--- src/flash_host_map.svh ---
// Purpose: constants for the parallel flash command controller
// Assumes: 10 MHz controller clock, x16 word mode on the flash
// Notes: command codes and unlock addresses are plain defaults, match them to the part
`ifndef FLASH_HOST_MAP_SVH
`define FLASH_HOST_MAP_SVH

// clock and timing
`define CLK_PERIOD_NS 100
`define ERASE_SUSP_NS 15000
`define PROG_SUSP_NS 20000
`define RESET_LOW_NS 500
`define CYC_UP(t) (((t) + `CLK_PERIOD_NS - 1) / `CLK_PERIOD_NS)
`define ERASE_SUSP_CYC `CYC_UP(`ERASE_SUSP_NS)
`define PROG_SUSP_CYC `CYC_UP(`PROG_SUSP_NS)
`define RESET_LOW_CYC `CYC_UP(`RESET_LOW_NS)
`define POLL_LIMIT_CYC 24'hFFFFFF

// unlock cycles
`define UNLOCK1_ADDR 21'h000555
`define UNLOCK2_ADDR 21'h0002AA
`define UNLOCK1_DATA 16'h00AA
`define UNLOCK2_DATA 16'h0055

// command data codes
`define PROG_CMD 16'h00A0
`define ERASE_SETUP_CMD 16'h0080
`define SECT_ERASE_CMD 16'h0030
`define CHIP_ERASE_CMD 16'h0010
`define LOCKDOWN_CMD 16'h0060
`define SET_CFG_CMD 16'h00D0
`define ID_ENTRY_CMD 16'h0090
`define ID_EXIT_CMD 16'h00F0
`define SUSPEND_CMD 16'h00B0
`define RESUME_CMD 16'h00D0

// status bit positions and values
`define POLL_BIT 7
`define TOGGLE_BIT 6
`define FAIL_BIT 5
`define SUPPLY_LOW_BIT 3
`define LOCKED_BIT 0
`define LOCK_OFFSET 12'h002
`define CFG_RESET 2'h0
`define CFG_STAY 2'h1

`endif

--- src/flash_host_pkg.sv ---
// Purpose: types shared by the flash command controller
// Assumes: flash_host_map.svh holds the numbers
// Notes: none
package flash_host_pkg;

  typedef enum logic [3:0] {
    OP_READ = 4'h0,
    OP_PROGRAM = 4'h1,
    OP_SECT_ERASE = 4'h2,
    OP_CHIP_ERASE = 4'h3,
    OP_LOCKDOWN = 4'h4,
    OP_LOCK_QUERY = 4'h5,
    OP_SET_CFG = 4'h6,
    OP_RESUME = 4'h7,
    OP_ID_EXIT = 4'h8,
    OP_SUSPEND = 4'h9,
    OP_ID_ENTRY = 4'hA
  } op_t;

  typedef enum logic [3:0] {
    ST_IDLE = 4'h0,
    ST_WR_SETUP = 4'h1,
    ST_WR_LOW = 4'h3,
    ST_WR_HOLD = 4'h2,
    ST_WR_END = 4'h6,
    ST_RD_SETUP = 4'h7,
    ST_RD_WAIT = 4'h5,
    ST_RD_CAPT = 4'h4,
    ST_POLL_CHK = 4'hC,
    ST_FINISH = 4'hD,
    ST_SUSP_WAIT = 4'hF,
    ST_SUSPENDED = 4'hE,
    ST_RST_HOLD = 4'hA
  } state_t;

  typedef enum logic [1:0] {
    RD_USER = 2'h0,
    RD_LOCK = 2'h1,
    RD_POLL_A = 2'h2,
    RD_POLL_B = 2'h3
  } rd_kind_t;

  // flash pins driven by the controller
  typedef struct packed {
    logic ce_n;
    logic oe_n;
    logic we_n;
    logic [20:0] addr;
    logic [15:0] dq;
    logic dq_oe;
  } flash_bus_t;

  // one command bus cycle
  typedef struct packed {
    logic [20:0] addr;
    logic [15:0] data;
    logic last;
  } bus_cycle_t;

endpackage : flash_host_pkg

--- src/flash_host_ctrl.sv ---
// Purpose: host side controller that issues flash command sequences and polls status
// Assumes: flash BYTE pin tied for word mode, flash inputs synchronous to sys_clk_in
// Notes: one user command at a time; suspend is a separate request pulse
`timescale 1ns/1ps
`include "flash_host_map.svh"

module flash_host_ctrl
  import flash_host_pkg::*;
#(
  parameter logic [23:0] POLL_LIMIT = `POLL_LIMIT_CYC
)
(
  input wire logic sys_clk_in,
  input wire logic rstn_in,
  input wire logic cmd_valid_in,
  input wire op_t cmd_op_in,
  input wire logic [20:0] cmd_addr_in,
  input wire logic [15:0] cmd_data_in,
  input wire logic suspend_req_in,
  output logic cmd_ready_out,
  output logic rsp_valid_out,
  output logic rsp_fail_out,
  output logic [15:0] rsp_data_out,
  output logic rsp_locked_out,
  output logic suspended_out,
  output logic [1:0] status_cfg_out,
  output flash_bus_t flash_bus_out,
  input wire logic [15:0] flash_dq_in,
  output logic flash_reset_n_out
);

  ////////////////////////////////////////////////////////////////////////////////
  // command sequence table
  function automatic bus_cycle_t seq_cycle(input op_t op, input logic [2:0] idx,
                                           input logic [20:0] a, input logic [15:0] d);
    bus_cycle_t c;
    c.last = 1'b0;
    c.addr = (idx == 3'h1 || idx == 3'h4) ? `UNLOCK2_ADDR : `UNLOCK1_ADDR;
    c.data = (idx == 3'h1 || idx == 3'h4) ? `UNLOCK2_DATA : `UNLOCK1_DATA;
    if (op == OP_SUSPEND || op == OP_RESUME)
    begin
      c.addr = 21'h000000;
      c.data = (op == OP_SUSPEND) ? `SUSPEND_CMD : `RESUME_CMD;
      c.last = 1'b1;
    end
    else if (idx == 3'h2)
    begin
      case (op)
        OP_PROGRAM: c.data = `PROG_CMD;
        OP_SET_CFG: c.data = `SET_CFG_CMD;
        OP_ID_ENTRY: c.data = `ID_ENTRY_CMD;
        OP_ID_EXIT: c.data = `ID_EXIT_CMD;
        default: c.data = `ERASE_SETUP_CMD;
      endcase
      c.last = (op == OP_ID_ENTRY || op == OP_ID_EXIT);
    end
    else if (idx == 3'h3 && (op == OP_PROGRAM || op == OP_SET_CFG))
    begin
      c.addr = (op == OP_PROGRAM) ? a : `UNLOCK1_ADDR;
      c.data = (op == OP_PROGRAM) ? d : {14'h0000, d[1:0]};
      c.last = 1'b1;
    end
    else if (idx == 3'h5)
    begin
      c.addr = (op == OP_CHIP_ERASE) ? `UNLOCK1_ADDR : a;
      c.data = (op == OP_CHIP_ERASE) ? `CHIP_ERASE_CMD :
               (op == OP_LOCKDOWN) ? `LOCKDOWN_CMD : `SECT_ERASE_CMD;
      c.last = 1'b1;
    end
    return c;
  endfunction : seq_cycle

  ////////////////////////////////////////////////////////////////////////////////
  // state
  state_t state;
  op_t seq_op;
  rd_kind_t rd_kind;
  logic [2:0] seq_idx;
  logic [20:0] op_addr;
  logic [15:0] op_data;
  logic [20:0] poll_addr;
  logic [20:0] susp_addr;
  logic [15:0] rd_a;
  logic [15:0] rd_b;
  logic op_erase;
  logic susp_erase;
  logic nested;
  logic recheck;
  logic fail;
  logic pending;
  logic [7:0] wait_cnt;
  logic [23:0] poll_cnt;
  logic [2:0] rst_cnt;
  bus_cycle_t cur_c;
  logic [20:0] rd_addr;
  logic toggled;
  logic err_bits;

  // decode of the current write cycle and read address
  assign cur_c = seq_cycle(seq_op, seq_idx, op_addr, op_data);
  assign rd_addr = (rd_kind == RD_USER) ? op_addr :
                   (rd_kind == RD_LOCK) ? {op_addr[20:12], `LOCK_OFFSET} : poll_addr;
  assign toggled = rd_a[`TOGGLE_BIT] ^ rd_b[`TOGGLE_BIT];
  assign err_bits = rd_b[`FAIL_BIT] | rd_b[`SUPPLY_LOW_BIT];

  ////////////////////////////////////////////////////////////////////////////////
  // flash reset pin: pulsed only at controller reset, never mid-operation
  always_ff @(posedge sys_clk_in or negedge rstn_in)
  begin
    if (!rstn_in)
    begin
      rst_cnt <= 3'h0;
      flash_reset_n_out <= 1'b0;
    end
    else if (rst_cnt != 3'(`RESET_LOW_CYC))
    begin
      rst_cnt <= rst_cnt + 3'h1;
    end
    else
    begin
      flash_reset_n_out <= 1'b1;
    end
  end

  // suspend request latch; a new request wins over the clear
  always_ff @(posedge sys_clk_in or negedge rstn_in)
  begin
    if (!rstn_in)
      pending <= 1'b0;
    else
      pending <= (pending & ~((state == ST_POLL_CHK && !suspended_out) ||
                  state == ST_FINISH)) | suspend_req_in;
  end

  ////////////////////////////////////////////////////////////////////////////////
  // main sequencer
  always_ff @(posedge sys_clk_in or negedge rstn_in)
  begin
    if (!rstn_in)
    begin
      state <= ST_RST_HOLD;
      seq_op <= OP_READ;
      rd_kind <= RD_USER;
      seq_idx <= 3'h0;
      op_addr <= 21'h000000;
      op_data <= 16'h0000;
      poll_addr <= 21'h000000;
      susp_addr <= 21'h000000;
      rd_a <= 16'h0000;
      rd_b <= 16'h0000;
      op_erase <= 1'b0;
      susp_erase <= 1'b0;
      nested <= 1'b0;
      recheck <= 1'b0;
      fail <= 1'b0;
      wait_cnt <= 8'h00;
      poll_cnt <= 24'h000000;
      cmd_ready_out <= 1'b0;
      rsp_valid_out <= 1'b0;
      rsp_fail_out <= 1'b0;
      rsp_data_out <= 16'h0000;
      rsp_locked_out <= 1'b0;
      suspended_out <= 1'b0;
      status_cfg_out <= `CFG_RESET;
      flash_bus_out <= '{ce_n: 1'b1, oe_n: 1'b1, we_n: 1'b1, addr: 21'h000000,
                         dq: 16'h0000, dq_oe: 1'b0};
    end
    else
    begin
      rsp_valid_out <= 1'b0;
      if (poll_cnt != 24'hFFFFFF)
        poll_cnt <= poll_cnt + 24'h000001;
      case (state)
        ST_RST_HOLD:
        begin
          if (flash_reset_n_out)
          begin
            state <= ST_IDLE;
            cmd_ready_out <= 1'b1;
          end
        end
        ST_IDLE, ST_SUSPENDED:
        begin
          if (cmd_valid_in && cmd_ready_out)
          begin
            cmd_ready_out <= 1'b0;
            op_addr <= cmd_addr_in;
            op_data <= cmd_data_in;
            fail <= 1'b0;
            rsp_locked_out <= 1'b0;
            seq_op <= cmd_op_in;
            seq_idx <= 3'h0;
            state <= ST_WR_SETUP;
            if (cmd_op_in == OP_PROGRAM || cmd_op_in == OP_SECT_ERASE ||
                cmd_op_in == OP_CHIP_ERASE)
            begin
              poll_addr <= cmd_addr_in;
              op_erase <= (cmd_op_in != OP_PROGRAM);
            end
            if (cmd_op_in == OP_READ)
            begin
              rd_kind <= RD_USER;
              state <= ST_RD_SETUP;
            end
            else if (cmd_op_in == OP_LOCK_QUERY)
              seq_op <= OP_ID_ENTRY;
            else if (state == ST_SUSPENDED)
            begin
              // no second erase while suspended, program only under erase suspend
              if (cmd_op_in == OP_PROGRAM && susp_erase && !nested)
                nested <= 1'b1;
              else if (cmd_op_in != OP_RESUME)
              begin
                fail <= 1'b1;
                state <= ST_FINISH;
              end
            end
            else if (cmd_op_in == OP_RESUME || cmd_op_in > OP_ID_EXIT)
            begin
              fail <= 1'b1;
              state <= ST_FINISH;
            end
          end
        end
        ST_WR_SETUP:
        begin
          flash_bus_out <= '{ce_n: 1'b0, oe_n: 1'b1, we_n: 1'b1, addr: cur_c.addr,
                             dq: cur_c.data, dq_oe: 1'b1};
          state <= ST_WR_LOW;
        end
        ST_WR_LOW:
        begin
          flash_bus_out.we_n <= 1'b0;
          state <= ST_WR_HOLD;
        end
        ST_WR_HOLD:
        begin
          flash_bus_out.we_n <= 1'b1;
          state <= ST_WR_END;
        end
        ST_WR_END:
        begin
          flash_bus_out <= '{ce_n: 1'b1, oe_n: 1'b1, we_n: 1'b1, addr: flash_bus_out.addr,
                             dq: 16'h0000, dq_oe: 1'b0};
          if (!cur_c.last)
          begin
            seq_idx <= seq_idx + 3'h1;
            state <= ST_WR_SETUP;
          end
          else
          begin
            case (seq_op)
              OP_PROGRAM, OP_SECT_ERASE, OP_CHIP_ERASE, OP_RESUME:
              begin
                if (seq_op == OP_RESUME)
                begin
                  suspended_out <= 1'b0;
                  poll_addr <= susp_addr;
                  op_erase <= susp_erase;
                end
                rd_kind <= RD_POLL_A;
                recheck <= 1'b0;
                poll_cnt <= 24'h000000;
                state <= ST_RD_SETUP;
              end
              OP_SUSPEND:
              begin
                wait_cnt <= susp_erase ? 8'(`ERASE_SUSP_CYC) : 8'(`PROG_SUSP_CYC);
                state <= ST_SUSP_WAIT;
              end
              OP_ID_ENTRY:
              begin
                rd_kind <= RD_LOCK;
                state <= ST_RD_SETUP;
              end
              default:
              begin
                if (seq_op == OP_SET_CFG)
                  status_cfg_out <= op_data[1:0];
                state <= ST_FINISH;
              end
            endcase
          end
        end
        ST_RD_SETUP:
        begin
          flash_bus_out <= '{ce_n: 1'b0, oe_n: 1'b0, we_n: 1'b1, addr: rd_addr,
                             dq: 16'h0000, dq_oe: 1'b0};
          state <= ST_RD_WAIT;
        end
        ST_RD_WAIT:
          state <= ST_RD_CAPT;
        ST_RD_CAPT:
        begin
          flash_bus_out.ce_n <= 1'b1;
          flash_bus_out.oe_n <= 1'b1;
          case (rd_kind)
            RD_USER:
            begin
              rsp_data_out <= flash_dq_in;
              state <= ST_FINISH;
            end
            RD_LOCK:
            begin
              rsp_locked_out <= flash_dq_in[`LOCKED_BIT];
              seq_op <= OP_ID_EXIT;
              seq_idx <= 3'h0;
              state <= ST_WR_SETUP;
            end
            RD_POLL_A:
            begin
              rd_a <= flash_dq_in;
              rd_kind <= RD_POLL_B;
              state <= ST_RD_SETUP;
            end
            default:
            begin
              rd_b <= flash_dq_in;
              state <= ST_POLL_CHK;
            end
          endcase
        end
        ST_POLL_CHK:
        begin
          rd_kind <= RD_POLL_A;
          state <= ST_RD_SETUP;
          rsp_data_out <= rd_b;
          seq_idx <= 3'h0;
          if (!toggled)
          begin
            // stopped toggling: done, status held if failed or in config 01
            if (recheck || (status_cfg_out == `CFG_STAY && err_bits))
              fail <= 1'b1;
            if (recheck || status_cfg_out == `CFG_STAY)
            begin
              seq_op <= OP_ID_EXIT;
              state <= ST_WR_SETUP;
            end
            else
              state <= ST_FINISH;
          end
          else if (err_bits && !recheck)
            recheck <= 1'b1;
          else if (err_bits || poll_cnt >= POLL_LIMIT)
          begin
            fail <= 1'b1;
            seq_op <= OP_ID_EXIT;
            state <= ST_WR_SETUP;
          end
          else if (pending && !suspended_out)
          begin
            susp_addr <= poll_addr;
            susp_erase <= op_erase;
            seq_op <= OP_SUSPEND;
            state <= ST_WR_SETUP;
          end
        end
        ST_SUSP_WAIT:
        begin
          wait_cnt <= wait_cnt - 8'h01;
          if (wait_cnt == 8'h01)
          begin
            suspended_out <= 1'b1;
            state <= ST_FINISH;
          end
        end
        ST_FINISH:
        begin
          rsp_valid_out <= 1'b1;
          rsp_fail_out <= fail;
          cmd_ready_out <= 1'b1;
          nested <= 1'b0;
          state <= suspended_out ? ST_SUSPENDED : ST_IDLE;
        end
        default:
          state <= ST_IDLE;
      endcase
    end
  end

endmodule : flash_host_ctrl

--- config.mk ---
export PLATFORM = sky130hd
export DESIGN_NAME = flash_host_ctrl
export DESIGN_NICKNAME = d
export VERILOG_FILES = /design/src/flash_host_pkg.sv /design/src/flash_host_ctrl.sv
export VERILOG_INCLUDE_DIRS = /design/src
export SDC_FILE = /design/constraint.sdc
export NUM_CORES = 1
export LEC_CHECK = 0
export ABC_AREA = 1
export BUFFER_PORTS_ARGS = -buffer_cell sky130_fd_sc_hd__buf_2
export CAP_MARGIN = 10
export CORE_MARGIN = 5
export CORE_UTILIZATION = 30
export CTS_BUF_LIST = sky130_fd_sc_hd__clkbuf_8 sky130_fd_sc_hd__clkbuf_16
export CTS_CLUSTER_DIAMETER = 150
export CTS_CLUSTER_SIZE = 10
export DETAILED_ROUTE_END_ITERATION = 8
export GPL_ROUTABILITY_DRIVEN = 0
export GPL_TIMING_DRIVEN = 0
export PLACE_DENSITY_LB_ADDON = 0.3
export SKIP_CTS_REPAIR_TIMING = 1
export SYNTH_ARGS = -nofsm -noshare
export SYNTH_HDL_FRONTEND = slang
export SYNTH_SLANG_ARGS = --single-unit
--- constraint.sdc ---
create_clock -name sys_clk_in -period 2.5 [get_ports sys_clk_in]
set_input_delay 0.25 -clock sys_clk_in [delete_from_list [all_inputs] [get_ports sys_clk_in]]
set_output_delay 0.25 -clock sys_clk_in [all_outputs]
set_load 0.01 [all_outputs]
==> key figures <==
STA
  • Fin crit share: 89.41%
  • Slew margin rel.: 50.45%
  • PnR worst setup slack: 0.2647 ns
  • Fin crit period: 2.235 ns
  • Pin slew with the least headroom to its limit: 0.7432 ns
  • Max Clock Skew: 0.01889 ns
  • Final hold slack: -0.01790 ns
  • Fmax: 447.4 MHz
  • Final Hold Viols: 5
  • Max Slew Vio Count: 0
  • Setup violators final: 0
  • Unrepaired setup endpoints after global routing: no

Die
  • Die ar.: 0.04094 mm²
  • I/O pin count: 126
  • Row count: 70
  • CORE AREA: 0.03652 mm²
  • Starting Density: 30.39%
  • Die H: slightly above 200 µm
  • Horiz. Die Dim: 202.3 µm

Critical path
  • CP most frequent cell: inv_1
  • Crit-path max FO: 10
  • R2r worst-path depth: 8
  • Startpoint types: flip-flop
  • Slowest cell on crit path: clkbuf_1
  • FF-to-FF setup slack: 0.26 ns
  • FF-to-FF Start: rd_kind[0]$_DFFE_PN0P_
  • Crit-path cells: inv_1, ha_1, nor2_1, clkbuf_1, a22oi_1, o21ai_0, inv_1, a21oi_1
  • Crit path launch: rd_kind[0]$_DFFE_PN0P_
  • Arr. time, crit path: between 2 and 3 ns
  • CP Data Required Time: 2.96 ns
  • Reg-to-reg critical path endpoint: flash_bus_out[20]$_DFFE_PN0P_
  • Crit path capture type: flip-flop
  • Worst Setup EP: flash_bus_out[20]$_DFFE_PN0P_
  • Crit-path max cell delay: roughly 0.54 ns
  • Setup Crit Path Kind: flip-flop to flip-flop

Placed design
  • Cell count after placement: ~2,000
  • IO buf count: 125
  • Place WS: 0.2846 ns
  • HPWL after DPL: 24,820 µm
  • Post-placement cell area: 0.01237 mm²

Synth
  • Ranking of synthesized cells by area: dfrtp_1 47%, nand2_1 14%, inv_1 5.0%, o21ai_0 4.9%, nor2_1 4.4%
  • Top_reg_cell synth: dfrtp_1
  • Synth Register Bits: between 200 and 250
  • Synth cell types: 48
  • Number of synthesis warnings: 0
  • Mean Syn Cell Area: 7.888 µm²
  • Mapped Area: ~0.011 mm²
  • Synth Net Count: 1,484
  • Synth top area share: 47.35%
  • Area leader, netlist: dfrtp_1
  • Mapped Cells: 1,407
  • Number of flops mapped to enable cells by yosys: 0
  • FFs w/ async S/R, synth: 100.0%
  • Register area share after synthesis: 48.53%

Pwr
  • P_int: 8211 µW
  • Sw Share: 41.34%
  • Seq pwr share: 37.8%
  • Lkg Pwr: 0.006865 µW
  • Logic gate share of total power: 38.7%
  • Clock network power share: about a quarter
  • P_sw: 5787 µW
  • VDD IR max: between 500 and 600 µV
  • Pwr dens: approximately 1000 mW/mm²

Global routing
  • Largest net degree at the start of global routing: between 70 and 80
  • First-pass GRT wire length: 54,120 µm
  • GRT Total Usage: between 15 and 20%
  • Vias in the first global route: 9,661
  • Total gr overflow: 0
  • Initial antenna violation count: 0

Drt
  • DRC viols: 0
  • DR vias/cell: 4.756
  • Routed Antenna Nets: 0
  • Starting DRT DRC Count: 662
  • Initial DRT Pass Iterations: 5
  • WL/cell: 16.21 µm
  • Via count: between 9,000 and 10,000
  • WL final: roughly 34,000 µm

Cells and area
  • Ant diodes: 0
  • Final cell count without fillers: approximately 2,100
  • Net count reported at finish: 1,682
  • Area Growth Syn to Fin: 22.00%
  • Layout cell share with drive strength beyond 1: 15.70%
  • Design area: 0.01354 mm²

Clocking
  • Cts bufs inserted: 25
  • Clock sinks: 215
  • Clock Path Buffers: 3
  • Reg clk slew, reported paths: 0.06 ns
  • CTS tree: yes
  • CTS HTree Levels: 1
  • Clock root cell: clkbuf_16
  • Clk_lat worst skew: 0.54 ns

Run status
  • Result of the run: finished with violations
  • Failing checks: hold timing

Hold path
  • Min-Delay Path Class: input port to flip-flop

Run
  • Max-Cap Viols: 0
registers in the layout, indices dropped and copies added (netlist names), 2 cells and up:
name	count
rsp_data_out	16
op_addr	21
seq_op	4
rd_kind	2
status_cfg_out	2
rst_cnt	3
poll_addr	21
op_data	16
rd_b	16
wait_cnt	8
seq_idx	3
flash_bus_out	41
susp_addr	21
state	4
poll_cnt	24
how the worst min path moves through the flow:
stage | from | endpoint | slack (ns) | cells after the start
final | flash_dq_in[14] | rd_b[14]$_DFFE_PN0P_ | -0.02 | 3
after detailed placement | rstn_in | rsp_data_out[4]$_DFFE_PN0P_ | 0.25 | 1
after global routing | flash_dq_in[10] | rd_b[10]$_DFFE_PN0P_ | 0.0008 | 3
after floorplan | rstn_in | cmd_ready_out$_DFFE_PN0P_ | -0.05 | 0
after CTS | rstn_in | rsp_data_out[4]$_DFFE_PN0P_ | -0.32 | 1
after global placement | suspend_req_in | pending$_DFF_PN0_ | 0.45 | 2
routing by layer:
| layer | wire, µm | GRT usage [%] | part of all wire (%) |
|---|---|---|---|
| met3 | 1474 | 2.230 | 4.3 |
| met5 | 0 | 0 | 0 |
| met2 | 16010 | 26.98 | 47 |
| met4 | 625 | 3.371 | 1.8 |
| met1 | 15800 | 22.62 | 47 |
Yosys cell counts (2+ instances only):
| master | instances |
|---|---|
| dfrtp_1 | 210 |
| xor2_1 | 8 |
| a21oi_1 | 43 |
| buf_2 | 26 |
| ha_1 | 16 |
| nand2_1 | 424 |
| nor3_1 | 14 |
| inv_1 | 148 |
| xnor2_1 | 10 |
| o21ai_2 | 22 |
| mux2i_1 | 18 |
| o31ai_1 | 2 |
| nand3_1 | 55 |
| inv_2 | 12 |
| nand2_2 | 8 |
| nand2_4 | 3 |
| nand3_4 | 3 |
| a22oi_1 | 11 |
| o22ai_1 | 18 |
| o21ai_0 | 108 |
| nor2_1 | 129 |
| nor2_2 | 9 |
| nand4_1 | 20 |
| a31oi_1 | 6 |
| dfstp_2 | 5 |
| clkbuf_1 | 16 |
| o211ai_1 | 14 |
| o21a_1 | 2 |
| o21ai_1 | 25 |
| buf_6 | 4 |
power by group through the flow:
| stage | clock network (µW) | logic [µW] | registers (µW) |
|---|---|---|---|
| 2_1_floorplan | 0 | 3480 | 5330 |
| 3_3_place_gp | 0 | 5290 | 5310 |
| 3_5_place_dp | 0 | 5390 | 5330 |
| 4_1_cts | 3410 | 5410 | 5280 |
| 5_1_grt | 3540 | 6100 | 5440 |
| 6_report | 3280 | 5420 | 5290 |
worst max-delay path: cells and delay by family (launching register included):
kind | cells | cell delay, ns
DFF | 1 | 0.42
adders and majority gates | 1 | 0.25
buffers and inverters | 3 | 0.72
AOI/OAI and AO/OA | 3 | 0.49
and+or+nand+nor | 1 | 0.29
area by class of cell:
cell class	count	area, µm²
Clock buffer	25	625.6
Timing Repair Buffer	171	1131
Multi-Input combinational cell	982	4855
Inverter	162	610.6
Tap cell	468	585.6
Clock inverter	21	98.84
Buffer	48	246.5
Sequential cell	215	5386
Fill cell	3836	22980
cell families after synthesis:
family	share of synthesized area (%)
xor+xnor	1.421
compound gates	13.52
mux	1.623
buf+inv	7.723
simple gates	25.38
flops	48.53
fa+ha+maj	1.804
through the flow:
stage                     power, µW  utilization, %  TNS [ns]
after floorplan                8811               -         0
after global placement        10600           33.70   -587.49
after detailed placement      10720           33.88         0
after CTS                     14100           35.87         0
after global routing          15080           37.07         0
final                         14000           37.07         0
cell usage in the layout (no fill, tap or decap), types with 2 or more instances in the layout:
cell,netlist,routed
dlygate4sd3_1,0,44
buf_2,26,150
o21ai_2,22,22
o22ai_1,18,18
nand3_1,55,55
xnor2_1,10,10
nor2_1,129,129
o21ai_0,108,108
clkbuf_1,16,16
clkbuf_16,0,25
o31ai_1,2,2
mux2i_1,18,18
a31oi_1,6,6
nand3_4,3,3
ha_1,16,16
o21ai_1,25,25
dfrtp_1,210,210
nor2_2,9,9
nand2_1,424,424
nor3_1,14,14
nand2_2,8,8
nand4_1,20,20
inv_2,12,12
buf_6,4,4
a22oi_1,11,11
buf_16,0,2
nand2_4,3,3
inv_1,148,167
o211ai_1,14,14
xor2_1,8,8
o21a_1,2,2
a21oi_1,43,43
dfstp_2,5,5
No activity file was read; power rests on OpenSTA's default activity.
